$ cat src/design/dei_consts.svh
// register indices, field positions, reset values for the input irq block
`ifndef DEI_CONSTS_SVH
`define DEI_CONSTS_SVH
`define DEI_ADDR_W      12
`define DEI_IDX_W       10
`define DEI_IDX_LSB     2
`define DEI_CH_MSB      1
`define DEI_DATA_W      32
`define DEI_REG_W       8
`define DEI_IDX_ENABLE  10'h202
`define DEI_IDX_EDGE    10'h203
`define DEI_IDX_PENDING 10'h207
`define DEI_IDX_STATUS  10'h210
`define DEI_IDX_MASK    10'h211
`define DEI_ENABLE_RST  2'h0
`define DEI_EDGE_RST    2'h0
`define DEI_PEND_RST    2'h0
`define DEI_STATUS_RST  2'h0
`define DEI_MASK_RST    2'h3
`define DEI_SYNC_RST    2'h0
`define DEI_FILL_RST    2'h0
`define DEI_FILL_DONE   2'h3
`define DEI_FILL_STEP   2'h1
`endif

$ cat src/design/dei_pkg.sv
// types shared by the input irq block
package dei_pkg;
  typedef enum logic {
    DEI_IDLE,
    DEI_ANSWER
  } dei_phase_e;

  typedef struct packed {
    logic [1:0] enable;
    logic [1:0] edgeSel;
    logic [1:0] pending;
    logic [1:0] evtStatus;
    logic [1:0] evtMask;
    dei_phase_e phase;
    logic [7:0] readData;
  } dei_top_s;

  typedef struct packed {
    logic [1:0] meta;
    logic [1:0] level;
    logic [1:0] prev;
    logic [1:0] fill;
  } dei_sync_s;
endpackage

$ cat src/design/dei_chan_if.sv
// signals between synchroniser, edge detector and control logic
`timescale 1ns/1ps
interface dei_chan_if;
  logic [1:0] level;
  logic [1:0] prev;
  logic       primed;
  logic [1:0] edgeSel;
  logic [1:0] edgeHit;
  modport sync (output level, prev, primed);
  modport det  (input level, prev, primed, edgeSel, output edgeHit);
  modport ctrl (input edgeHit, level, prev, output edgeSel);
endinterface

$ cat src/design/dei_top.sv
// edge interrupt controller for field inputs zero and one
// Overview of operation
// - only inputs zero and one raise interrupts
// - enable register, bit per channel, 1 enables
// - edge select register, bit per channel
// - select 0 falling edge, 1 rising edge
// - pending flags readable, 1 means interrupt occurred
// - write one clears flag, zero ignored
// - no new request while flag stays set
// - control registers read back written values
// - requests go out on shared line seven
`timescale 1ns/1ps
`include "dei_consts.svh"
module dei_top (
  // clock and reset
  input  wire logic                   ref_clk,
  input  wire logic                   rst,
  // avalon-mm slave
  input  wire logic [`DEI_ADDR_W-1:0] avs_address,
  input  wire logic                   avs_read,
  input  wire logic                   avs_write,
  input  wire logic [3:0]             avs_byteenable,
  input  wire logic [`DEI_DATA_W-1:0] avs_writedata,
  output logic      [`DEI_DATA_W-1:0] avs_readdata,
  output logic                        avs_waitrequest,
  // field inputs
  input  wire logic                   fieldInputZero,
  input  wire logic                   fieldInputOne,
  // host interrupt
  output logic                        hostIrqLine7
);
  dei_pkg::dei_top_s st;
  dei_pkg::dei_top_s next_st;
  dei_chan_if        chan ();

  logic       wrOk;
  logic [1:0] clrBits;
  logic [1:0] rdClr;
  logic [1:0] setEv;

  function automatic logic hit(
    input logic [`DEI_ADDR_W-1:0] addr,
    input logic [`DEI_IDX_W-1:0]  idx
  );
    hit = (addr[`DEI_ADDR_W-1:`DEI_IDX_LSB] == idx);
  endfunction

  function automatic logic [7:0] zext(input logic [1:0] v);
    zext = {6'h00, v};
  endfunction

  // only two channels feed the detector
  dei_sync u_sync (
    .ref_clk (ref_clk),
    .rst     (rst),
    .fieldIn ({fieldInputOne, fieldInputZero}),
    .chan    (chan)
  );

  dei_edge u_edge (
    .chan (chan)
  );

  assign chan.edgeSel = st.edgeSel;

  always_comb begin
    next_st = st;
    wrOk    = avs_write & avs_byteenable[0];
    clrBits = '0;
    rdClr   = '0;
    // flag set only when enabled and not already pending
    setEv   = chan.edgeHit & st.enable & ~st.pending;
    if (wrOk && hit(avs_address, `DEI_IDX_ENABLE)) begin
      next_st.enable = avs_writedata[`DEI_CH_MSB:0];
    end
    if (wrOk && hit(avs_address, `DEI_IDX_EDGE)) begin
      next_st.edgeSel = avs_writedata[`DEI_CH_MSB:0];
    end
    if (wrOk && hit(avs_address, `DEI_IDX_MASK)) begin
      next_st.evtMask = avs_writedata[`DEI_CH_MSB:0];
    end
    if (wrOk && hit(avs_address, `DEI_IDX_PENDING)) begin
      clrBits = avs_writedata[`DEI_CH_MSB:0];
    end
    if (avs_read && st.phase == dei_pkg::DEI_ANSWER &&
        hit(avs_address, `DEI_IDX_STATUS)) begin
      rdClr = 2'h3;
    end
    // set wins over a clear in the same cycle
    next_st.pending   = (st.pending & ~clrBits) | setEv;
    next_st.evtStatus = (st.evtStatus & ~rdClr) | setEv;
    unique case (st.phase)
      dei_pkg::DEI_IDLE: begin
        if (avs_read) begin
          next_st.phase = dei_pkg::DEI_ANSWER;
          if (hit(avs_address, `DEI_IDX_ENABLE)) begin
            next_st.readData = zext(st.enable);
          end else if (hit(avs_address, `DEI_IDX_EDGE)) begin
            next_st.readData = zext(st.edgeSel);
          end else if (hit(avs_address, `DEI_IDX_PENDING)) begin
            next_st.readData = zext(st.pending);
          end else if (hit(avs_address, `DEI_IDX_STATUS)) begin
            next_st.readData = zext(st.evtStatus);
          end else if (hit(avs_address, `DEI_IDX_MASK)) begin
            next_st.readData = zext(st.evtMask);
          end else begin
            next_st.readData = '0;
          end
        end
      end
      dei_pkg::DEI_ANSWER: begin
        next_st.phase = dei_pkg::DEI_IDLE;
      end
    endcase
  end

  always_ff @(posedge ref_clk or posedge rst) begin
    if (rst) begin
      st <= '{enable: `DEI_ENABLE_RST, edgeSel: `DEI_EDGE_RST,
              pending: `DEI_PEND_RST, evtStatus: `DEI_STATUS_RST,
              evtMask: `DEI_MASK_RST, phase: dei_pkg::DEI_IDLE,
              readData: 8'h00};
    end else begin
      st <= next_st;
    end
  end

  // reads wait one cycle, writes complete at once
  assign avs_waitrequest = avs_read & (st.phase != dei_pkg::DEI_ANSWER);
  assign avs_readdata    = {24'h000000, st.readData};
  // level request while any unmasked flag or event is held
  assign hostIrqLine7 = |((st.pending | st.evtStatus) & st.evtMask);

  // checks
  logic wrEnable;
  logic wrEdge;
  logic wrPend;
  logic rdAns;
  assign wrEnable = wrOk && hit(avs_address, `DEI_IDX_ENABLE);
  assign wrEdge   = wrOk && hit(avs_address, `DEI_IDX_EDGE);
  assign wrPend   = wrOk && hit(avs_address, `DEI_IDX_PENDING);
  assign rdAns    = avs_read && !avs_waitrequest;

  a_enable_write: assert property (
    @(posedge ref_clk) disable iff (rst)
    wrEnable |=> st.enable == $past(avs_writedata[1:0]))
    else $error("enable register did not take written value");

  a_edge_write: assert property (
    @(posedge ref_clk) disable iff (rst)
    wrEdge |=> chan.edgeSel == $past(avs_writedata[1:0]))
    else $error("edge select did not take written value");

  a_fall_detect: assert property (
    @(posedge ref_clk) disable iff (rst)
    (chan.edgeHit[0] && !st.edgeSel[0]) |->
      (chan.prev[0] && !chan.level[0]))
    else $error("hit on channel zero without falling edge");

  a_rise_detect: assert property (
    @(posedge ref_clk) disable iff (rst)
    (chan.edgeHit[1] && st.edgeSel[1]) |->
      (!chan.prev[1] && chan.level[1]))
    else $error("hit on channel one without rising edge");

  a_flag_readback: assert property (
    @(posedge ref_clk) disable iff (rst)
    (avs_read && avs_waitrequest && hit(avs_address, `DEI_IDX_PENDING)
      && !setEv[0] && !st.pending[0]) |=>
      (rdAns && avs_readdata[0] == 1'b0))
    else $error("pending read answer wrong or late");

  a_w1c_clear: assert property (
    @(posedge ref_clk) disable iff (rst)
    (wrPend && avs_writedata[0] && !setEv[0]) |=> !st.pending[0])
    else $error("write one did not clear flag zero");

  a_w0_keep: assert property (
    @(posedge ref_clk) disable iff (rst)
    (wrPend && !avs_writedata[1] && st.pending[1]) |=> st.pending[1])
    else $error("write zero disturbed flag one");

  a_flag_hold: assert property (
    @(posedge ref_clk) disable iff (rst)
    (st.pending[0] && !(wrPend && avs_writedata[0])) |=>
      (st.pending[0] && !$rose(st.evtStatus[0])))
    else $error("flag zero dropped or re-raised while set");

  a_read_answer: assert property (
    @(posedge ref_clk) disable iff (rst)
    (avs_read && avs_waitrequest && hit(avs_address, `DEI_IDX_ENABLE))
      |=> (rdAns && avs_readdata[1:0] == $past(st.enable)))
    else $error("enable readback wrong or late");

  a_irq_raise: assert property (
    @(posedge ref_clk) disable iff (rst)
    ($rose(st.pending[1]) && st.evtMask[1]) |-> hostIrqLine7)
    else $error("flag one set but irq line low");

  a_flag_cause: assert property (
    @(posedge ref_clk) disable iff (rst)
    $rose(st.pending[0]) |->
      $past(chan.edgeHit[0] && st.enable[0]))
    else $error("flag zero set without enabled edge");

  a_disabled_quiet: assert property (
    @(posedge ref_clk) disable iff (rst)
    (!st.enable[1] && !st.pending[1] && !wrEnable) |=> !st.pending[1])
    else $error("disabled channel one raised a flag");

  c_flag_set: cover property (
    @(posedge ref_clk) disable iff (rst)
    $rose(st.pending[0]) ##[1:20] hostIrqLine7);

  c_clear_flag: cover property (
    @(posedge ref_clk) disable iff (rst)
    st.pending[1] ##1 (wrPend && avs_writedata[1]) ##1 !st.pending[1]);

  c_both_pending: cover property (
    @(posedge ref_clk) disable iff (rst)
    st.pending == 2'h3);

  c_status_read: cover property (
    @(posedge ref_clk) disable iff (rst)
    rdAns && hit(avs_address, `DEI_IDX_STATUS) && st.evtStatus != 2'h0);

  c_fall_zero: cover property (
    @(posedge ref_clk) disable iff (rst)
    chan.edgeHit[0] && !st.edgeSel[0] && st.enable[0]);

  a_fall_one: assert property (
    @(posedge ref_clk) disable iff (rst)
    (chan.edgeHit[1] && !st.edgeSel[1]) |->
      (chan.prev[1] && !chan.level[1]))
    else $error("hit on channel one without falling edge");

  a_rise_zero: assert property (
    @(posedge ref_clk) disable iff (rst)
    (chan.edgeHit[0] && st.edgeSel[0]) |->
      (!chan.prev[0] && chan.level[0]))
    else $error("hit on channel zero without rising edge");

  a_hit_primed: assert property (
    @(posedge ref_clk) disable iff (rst)
    !chan.primed |-> (chan.edgeHit == 2'h0))
    else $error("edge hit before synchroniser filled");

  a_flag_cause_one: assert property (
    @(posedge ref_clk) disable iff (rst)
    $rose(st.pending[1]) |->
      $past(chan.edgeHit[1] && st.enable[1]))
    else $error("flag one set without enabled edge");

  a_disabled_zero: assert property (
    @(posedge ref_clk) disable iff (rst)
    (!st.enable[0] && !st.pending[0] && !wrEnable) |=> !st.pending[0])
    else $error("disabled channel zero raised a flag");

  a_flag_set_zero: assert property (
    @(posedge ref_clk) disable iff (rst)
    (chan.edgeHit[0] && st.enable[0] && !st.pending[0]) |=> st.pending[0])
    else $error("enabled edge did not set flag zero");

  a_flag_set_one: assert property (
    @(posedge ref_clk) disable iff (rst)
    (chan.edgeHit[1] && st.enable[1] && !st.pending[1]) |=> st.pending[1])
    else $error("enabled edge did not set flag one");

  a_flag_hold_one: assert property (
    @(posedge ref_clk) disable iff (rst)
    (st.pending[1] && !(wrPend && avs_writedata[1])) |=>
      (st.pending[1] && !$rose(st.evtStatus[1])))
    else $error("flag one dropped or re-raised while set");

  a_w1c_clear_one: assert property (
    @(posedge ref_clk) disable iff (rst)
    (wrPend && avs_writedata[1] && !setEv[1]) |=> !st.pending[1])
    else $error("write one did not clear flag one");

  a_w0_keep_zero: assert property (
    @(posedge ref_clk) disable iff (rst)
    (wrPend && !avs_writedata[0] && st.pending[0]) |=> st.pending[0])
    else $error("write zero disturbed flag zero");

  a_edge_readback: assert property (
    @(posedge ref_clk) disable iff (rst)
    (avs_read && avs_waitrequest && hit(avs_address, `DEI_IDX_EDGE))
      |=> (rdAns && avs_readdata[1:0] == $past(st.edgeSel)))
    else $error("edge select readback wrong or late");

  a_pend_readback: assert property (
    @(posedge ref_clk) disable iff (rst)
    (avs_read && avs_waitrequest && hit(avs_address, `DEI_IDX_PENDING))
      |=> (rdAns && avs_readdata[1:0] == $past(st.pending)))
    else $error("pending readback wrong or late");

  a_write_no_wait: assert property (
    @(posedge ref_clk) disable iff (rst)
    (avs_write && !avs_read) |-> !avs_waitrequest)
    else $error("write was made to wait");

  a_upper_zero: assert property (
    @(posedge ref_clk) disable iff (rst)
    avs_readdata[31:2] == 30'h0)
    else $error("read data carries bits beyond two channels");

  a_irq_raise_zero: assert property (
    @(posedge ref_clk) disable iff (rst)
    ($rose(st.pending[0]) && st.evtMask[0]) |-> hostIrqLine7)
    else $error("flag zero set but irq line low");

  a_irq_quiet: assert property (
    @(posedge ref_clk) disable iff (rst)
    ((st.pending | st.evtStatus) == 2'h0) |-> !hostIrqLine7)
    else $error("irq line high with nothing held");

  a_mask_gate: assert property (
    @(posedge ref_clk) disable iff (rst)
    (st.evtMask == 2'h0) |-> !hostIrqLine7)
    else $error("irq line high while fully masked");

  a_status_clear: assert property (
    @(posedge ref_clk) disable iff (rst)
    (rdAns && hit(avs_address, `DEI_IDX_STATUS) && setEv == 2'h0)
      |=> (st.evtStatus == 2'h0))
    else $error("status read did not clear events");

  a_enable_hold: assert property (
    @(posedge ref_clk) disable iff (rst)
    !wrEnable |=> $stable(st.enable))
    else $error("enable changed without a write");

  a_edge_hold: assert property (
    @(posedge ref_clk) disable iff (rst)
    !wrEdge |=> $stable(st.edgeSel))
    else $error("edge select changed without a write");

  a_byte_lane: assert property (
    @(posedge ref_clk) disable iff (rst)
    (avs_write && !avs_byteenable[0]) |=>
      ($stable(st.enable) && $stable(st.edgeSel)))
    else $error("write without lane zero changed a register");

  a_mask_write: assert property (
    @(posedge ref_clk) disable iff (rst)
    (wrOk && hit(avs_address, `DEI_IDX_MASK)) |=>
      (st.evtMask == $past(avs_writedata[1:0])))
    else $error("mask register did not take written value");
endmodule

$ cat src/design/dei_sync.sv
// two-stage synchroniser plus history stage for the two field inputs
`timescale 1ns/1ps
`include "dei_consts.svh"
module dei_sync (
  // clock and reset
  input  wire logic       ref_clk,
  input  wire logic       rst,
  // field inputs
  input  wire logic [1:0] fieldIn,
  // to edge detector
  dei_chan_if.sync        chan
);
  dei_pkg::dei_sync_s st;
  dei_pkg::dei_sync_s next_st;

  always_comb begin
    next_st       = st;
    next_st.meta  = fieldIn;
    next_st.level = st.meta;
    next_st.prev  = st.level;
    if (st.fill != `DEI_FILL_DONE) begin
      next_st.fill = st.fill + `DEI_FILL_STEP;
    end
  end

  always_ff @(posedge ref_clk or posedge rst) begin
    if (rst) begin
      st <= '{meta: `DEI_SYNC_RST, level: `DEI_SYNC_RST,
              prev: `DEI_SYNC_RST, fill: `DEI_FILL_RST};
    end else begin
      st <= next_st;
    end
  end

  // edges only count once history holds real samples
  assign chan.level  = st.level;
  assign chan.prev   = st.prev;
  assign chan.primed = (st.fill == `DEI_FILL_DONE);
endmodule

$ cat src/design/dei_edge.sv
// per-channel edge detector with selectable polarity
`timescale 1ns/1ps
module dei_edge (
  // channel signals
  dei_chan_if.det chan
);
  logic [1:0] rise;
  logic [1:0] fall;

  always_comb begin
    rise = chan.level & ~chan.prev;
    fall = ~chan.level & chan.prev;
    chan.edgeHit = '0;
    if (chan.primed) begin
      // 1 picks rising, 0 picks falling
      chan.edgeHit = (chan.edgeSel & rise) | (~chan.edgeSel & fall);
    end
  end
endmodule

$ cat config.mk
export PLATFORM = sky130hd
export DESIGN_NAME = dei_top
export DESIGN_NICKNAME = d
export VERILOG_FILES = /design/src/design/dei_pkg.sv /design/src/design/dei_chan_if.sv /design/src/design/dei_top.sv /design/src/design/dei_sync.sv /design/src/design/dei_edge.sv
export VERILOG_INCLUDE_DIRS = /design/src /design/src/design
export SDC_FILE = /design/constraint.sdc
export NUM_CORES = 1
export LEC_CHECK = 0
export ABC_AREA = 0
export BUFFER_PORTS_ARGS = -buffer_cell sky130_fd_sc_hd__buf_2
export CAP_MARGIN = 40
export CORE_UTILIZATION = 44
export CTS_CLUSTER_SIZE = 16
export DETAILED_ROUTE_END_ITERATION = 8
export GPL_TIMING_DRIVEN = 0
export PLACE_DENSITY = 0.81
export SETUP_SLACK_MARGIN = 0.2
export SLEW_MARGIN = 30
export SYNTH_ARGS = -nofsm -noshare
export SYNTH_HDL_FRONTEND = slang
export SYNTH_HIERARCHICAL = 1
export SYNTH_SLANG_ARGS = --single-unit
$ cat constraint.sdc
create_clock -name ref_clk -period 4 [get_ports ref_clk]
set_clock_uncertainty 0.2 [all_clocks]
set_input_delay 0.8 -clock ref_clk [delete_from_list [all_inputs] [get_ports ref_clk]]
set_output_delay 0.8 -clock ref_clk [all_outputs]
set_load 0.02 [all_outputs]
# Yosys cells after proc, flatten, opt, wreduce, memory -nomap -nowiden
# Index checks and enable logic that the tools add are counted.
totals:
  ff_bits: 27
  inputBits: 54
  out_inout_bits: 34
  wordCells: 59
op_classes:
  add_sub_neg: 1
  n_eq_ne: 7
  muxes: 10
  n_bitwise: 22
  n_reduce_logical: 8
op_table:
  columns: ["cell", "count"]
  rows:
  - ["equality test 10 bit (second input constant)", 5]
  - ["two-way mux 8 bit", 4]
  - ["bitwise AND 2 bit", 9]
  - ["inverter 2 bit", 6]
  - ["two-way mux 9 bit", 1]
  - ["two-way mux 2 bit", 4]
  - ["OR 2 bit", 4]
  - ["logical AND 1 bit", 6]
  - ["adder 2 x 1 -> 2 bit (second input constant)", 1]
  - ["bitwise AND 1 bit", 2]
  - ["equality test 2 bit (second input constant)", 1]
  - ["!= test 2 bit (second input constant)", 1]
  - ["case mux 1 bit (2 select lines)", 1]
  - ["AND reduction 2 bit", 1]
  - ["OR reduction 2 bit", 1]
  - ["inverter 1 bit", 1]

# Longest topological paths before layout
depth:
  ltp_word: 8
  ltp_mapped: 6
  depth_no_buf: 6

# By module
# Netlist, hierarchy kept.
by_module_without_submodules:
  columns: ["mod", "instances", "cells_per_inst", "area_per_inst_um2", "seq_area_each_um2"]
  rows:
  - ["dei_top", 1, 99, 948.4, 327.8]
  - ["dei_sync", 1, 17, 282.8, 200.2]
  - ["dei_edge", 1, 6, 48.8, 0.0]

# Worst setup path after synthesis
# Ideal clock, no wire load.
synth_timing:
  path_kind: "input -> register"
  from: "in avs_address[9]"
  to: "reg st (netlist bit chan.edgeSel[0])"
  setup_time_ns: 0.125
  arrival_ns: 1.940
  required_time_ns: 3.675
  path_slack_ns: 1.736
  stages: 4
  path_buffers: 0
  path_cell_list: "or4_4 > nor3_4 > nand2_1 > mux2_2"
synth_via:
  elab_chain_len: 2
synth_lines:
  columns: ["element", "line", "text"]
  rows:
  - ["start: declaration", "dei_top.sv:19", "input wire logic [`DEI_ADDR_W-1:0] avs_address,"]
  - ["equality test 10 bit", null, null]
  - ["logical AND 1 bit", null, null]
  - ["end signal: assignment", "dei_top.sv:119", "st <= '{enable: `DEI_ENABLE_RST, edgeSel: `DEI_EDGE_RST,"]
  - ["end signal: assignment", "dei_top.sv:124", "st <= next_st;"]
  - ["end: declaration", "dei_top.sv:32", "dei_pkg::dei_top_s st;"]
# Every way passes these cells.
# A chain may end at the register's enable or synchronous reset.

# Worst setup path in the final report
layout_timing:
  from: "in avs_read"
  to: "out avs_waitrequest"
layout_via:
  elab_chain_len: 1
layout_lines:
  columns: ["element", "line", "text"]
  rows:
  - ["start: declaration", "dei_top.sv:20", "input wire logic avs_read,"]
  - ["bitwise AND 1 bit", "dei_top.sv:129", "assign avs_waitrequest = avs_read & (st.phase != dei_pkg::DEI_ANSWER);"]
  - ["end: declaration", "dei_top.sv:25", "output logic avs_waitrequest,"]
# Every way passes these cells.

==> results.yml <==
run_status:
  run_status: "complete, no violations"
sta:
  finalHoldViolations: 0
  max_freq_ghz: 0.442
  period_share_pct: 56.5
  tns_ns: 0
  slew_viol_final: 0
  tightest_slew_ns: 0.501
  worst_hold_slack_ns: 0.161
  slew_headroom_pct: 66.6
  finalSetupViolations: 0
  rsz0062_at_grt: "no"
  period_needed_ns: 2.26
  setup_ws_ns: 1.74
synth:
  synth_top_area_cell: "dfrtp_1"
  synth_area_um2: 1280
  yosys.area.top_type_share_pct: 37.1
  yosys-top-cells-area: "dfrtp_1 37%, buf_4 21%, mux2_2 6.2%, dfstp_2 4.1%, nand2_1 2.9%"
  synth_area_per_cell_um2: 10.5
  synthArstFlopShare_pct: 100
  yosysSeqAreaShare_pct: 41.3
  ys_types: 37
  ys.flop_type: "dfrtp_1"
  synth_warnings: 6
  synth_edf_count: 0
  yosys-top-cells-count: "36 x buf_4, 19 x dfrtp_1, 10 x nand2_1, 7 x mux2_2"
  yosys_register_bits: 21
  yosysMostFrequentCell: "buf_4"
  syn_inst: 122
clock_network:
  cts_tree: "yes"
  ctsHoldBuffers: 0
  clock_sinks: 21
  cts_buffers: 3
  clkTransAtPathRegs_ns: 0.10
  cts_root_buffer: "clkbuf_4"
  cts.repair.resized: 0
  post_cts_buffers: 0
  cts.path.max_buffers: 2
  h-tree-depth: 1
  worstSkewPairLatency_ns: 0.30
placement:
  placed_area_um2: 1530
  globalplace.congestion: 0.869
  placed_cells: 203
  preCtsSetupSlack_ns: 1.52
  hpwl_um: 1800
  port_buffers: 21
floorplan:
  core.rowCount: 19
  die-area_um2: 3130
  pin_count: 88
  die_w_um: 55.9
  start_util_pct: 46.4
  fp.dieH_um: 55.9
  coreArea_um2: 2760
global_routing:
  use_met2_pct: 24.6
  grt_pass1_vias: 848
  busiest_layer: "met2"
  grt_use_total_pct: 14.6
  grt_pass1_wl_um: 3630
  grt_max_degree: 14
  antenna_found_initial: 0
  use_met3_pct: 5.12
  grtUsageMet1_pct: 17.4
  grt-ovfl-total: 0
layout:
  area_delta_synth_final_pct: 21.8
  n_fill_cell: 257
  nNetsFinal: 233
  finalInstanceArea_um2: 1560
  utilization_pct: 56.5
  diodes: 0
  instances_no_fill: 207
  drive_gt1_share_pct: 42.6
worst_setup_path:
  required_ns: 3.00
  cp-end-kind: "primary output"
  worst-setup-path-type: "in2out"
  worstPathMaxFanout: 4
  worstSetupStartpointType: "input pin"
  critPathArrivalTime_ns: 1.26
power:
  powerDensity_nw_per_um2: 260
  finalPower_mw: 0.405
  p_leak_nw: 0.857
  peakVddDrop_uv: 187
detailed_routing:
  drt_wl_total_um: 2240
  vias: 953
  drtIter0Drc: 29
  drcViolationCount: 0
  firstDrtPassIters: 4
  wl_per_cell_um: 10.8
  via_per_inst: 4.60
  ant_nets: 0
hold_path:
  hp-class: "reg2reg"
flow_run:
  cap_violations: 0
==> layout make-up <==
cell class / instances / area (um^2) / area share, %
multi-input combinational: 89 / 572 / 36.7
sequential: 21 / 528 / 33.9
buffer: 37 / 274 / 17.6
timing repair buffer: 21 / 105 / 6.74
tap: 31 / 38.8 / 2.49
clock buffer: 4 / 26.3 / 1.69
inverter: 4 / 15.0 / 0.963
==> report_power, final <==
part           total (mW)  leakage, nW  internal, mW  switching, mW
registers           0.221        0.250         0.218        0.00294
clock network      0.0980       0.0150        0.0388         0.0592
logic              0.0861        0.593        0.0363         0.0499
==> worst max-delay path, cell delays in order <==
cell and delay (ns):
buf_2 0.10, nand2b_1 0.11, inv_1 0.08, buf_2 0.16
==> sequential cells by signal (all words and copies together) (netlist names) <==
register	flops
avs_readdata	2
chan.edgeSel	2
st	9
u_sync/chan.level	2
u_sync/chan.prev	2
u_sync/next_st	2
u_sync/st	2
==> worst paths after layout <==
kind,endpoint,cells after the start,from,slack [ns]
setup / recovery,avs_waitrequest,4,avs_read,1.74
hold / removal,u_sync/chan.level[0]$_DFF_PP0_,0,u_sync/next_st[4]$_DFF_PP0_,0.16
setup reg to reg,avs_readdata[1]$_DFFE_PP0P_,4,st[10]$_DFFE_PP1P_,2.43
hold reg to reg,u_sync/chan.level[0]$_DFF_PP0_,0,u_sync/next_st[4]$_DFF_PP0_,0.16
max in group asynchronous,st[10]$_DFFE_PP1P_,2,rst,2.93
min in group asynchronous,u_sync/chan.prev[1]$_DFF_PP0_,2,rst,0.23
==> routing by layer <==
layer / routed length [um] / up-vias
met5: 0 / -
met4: 25 / 0
met3: 201 / 4
met2: 1110 / 44
met1: 907 / 439
li1: - / 466
==> cell families after synthesis <==
kind of cell / after synthesis / synth area share (%)
AOI/OAI and AO/OA: 13 / 7.33
xor gates and xnor gates: 1 / 0.684
adders and majority gates: 2 / 1.95
buffers and inverters: 41 / 22.6
DFF: 21 / 41.3
muxes: 9 / 8.11
other: 1 / 0.293
and+or+nand+nor: 34 / 17.8
==> placed cells by master, fill, tap and decap left out, types with 3 or more instances in the layout <==
cell	netlist	final
nand4_1	4	4
inv_1	4	4
dfrtp_1	19	19
buf_2	0	21
mux2_2	7	7
nand2_1	10	10
o21ai_0	4	4
buf_4	36	36
conb_1	1	30
clkbuf_4	0	3
No activity file was read; power rests on OpenSTA's default activity.
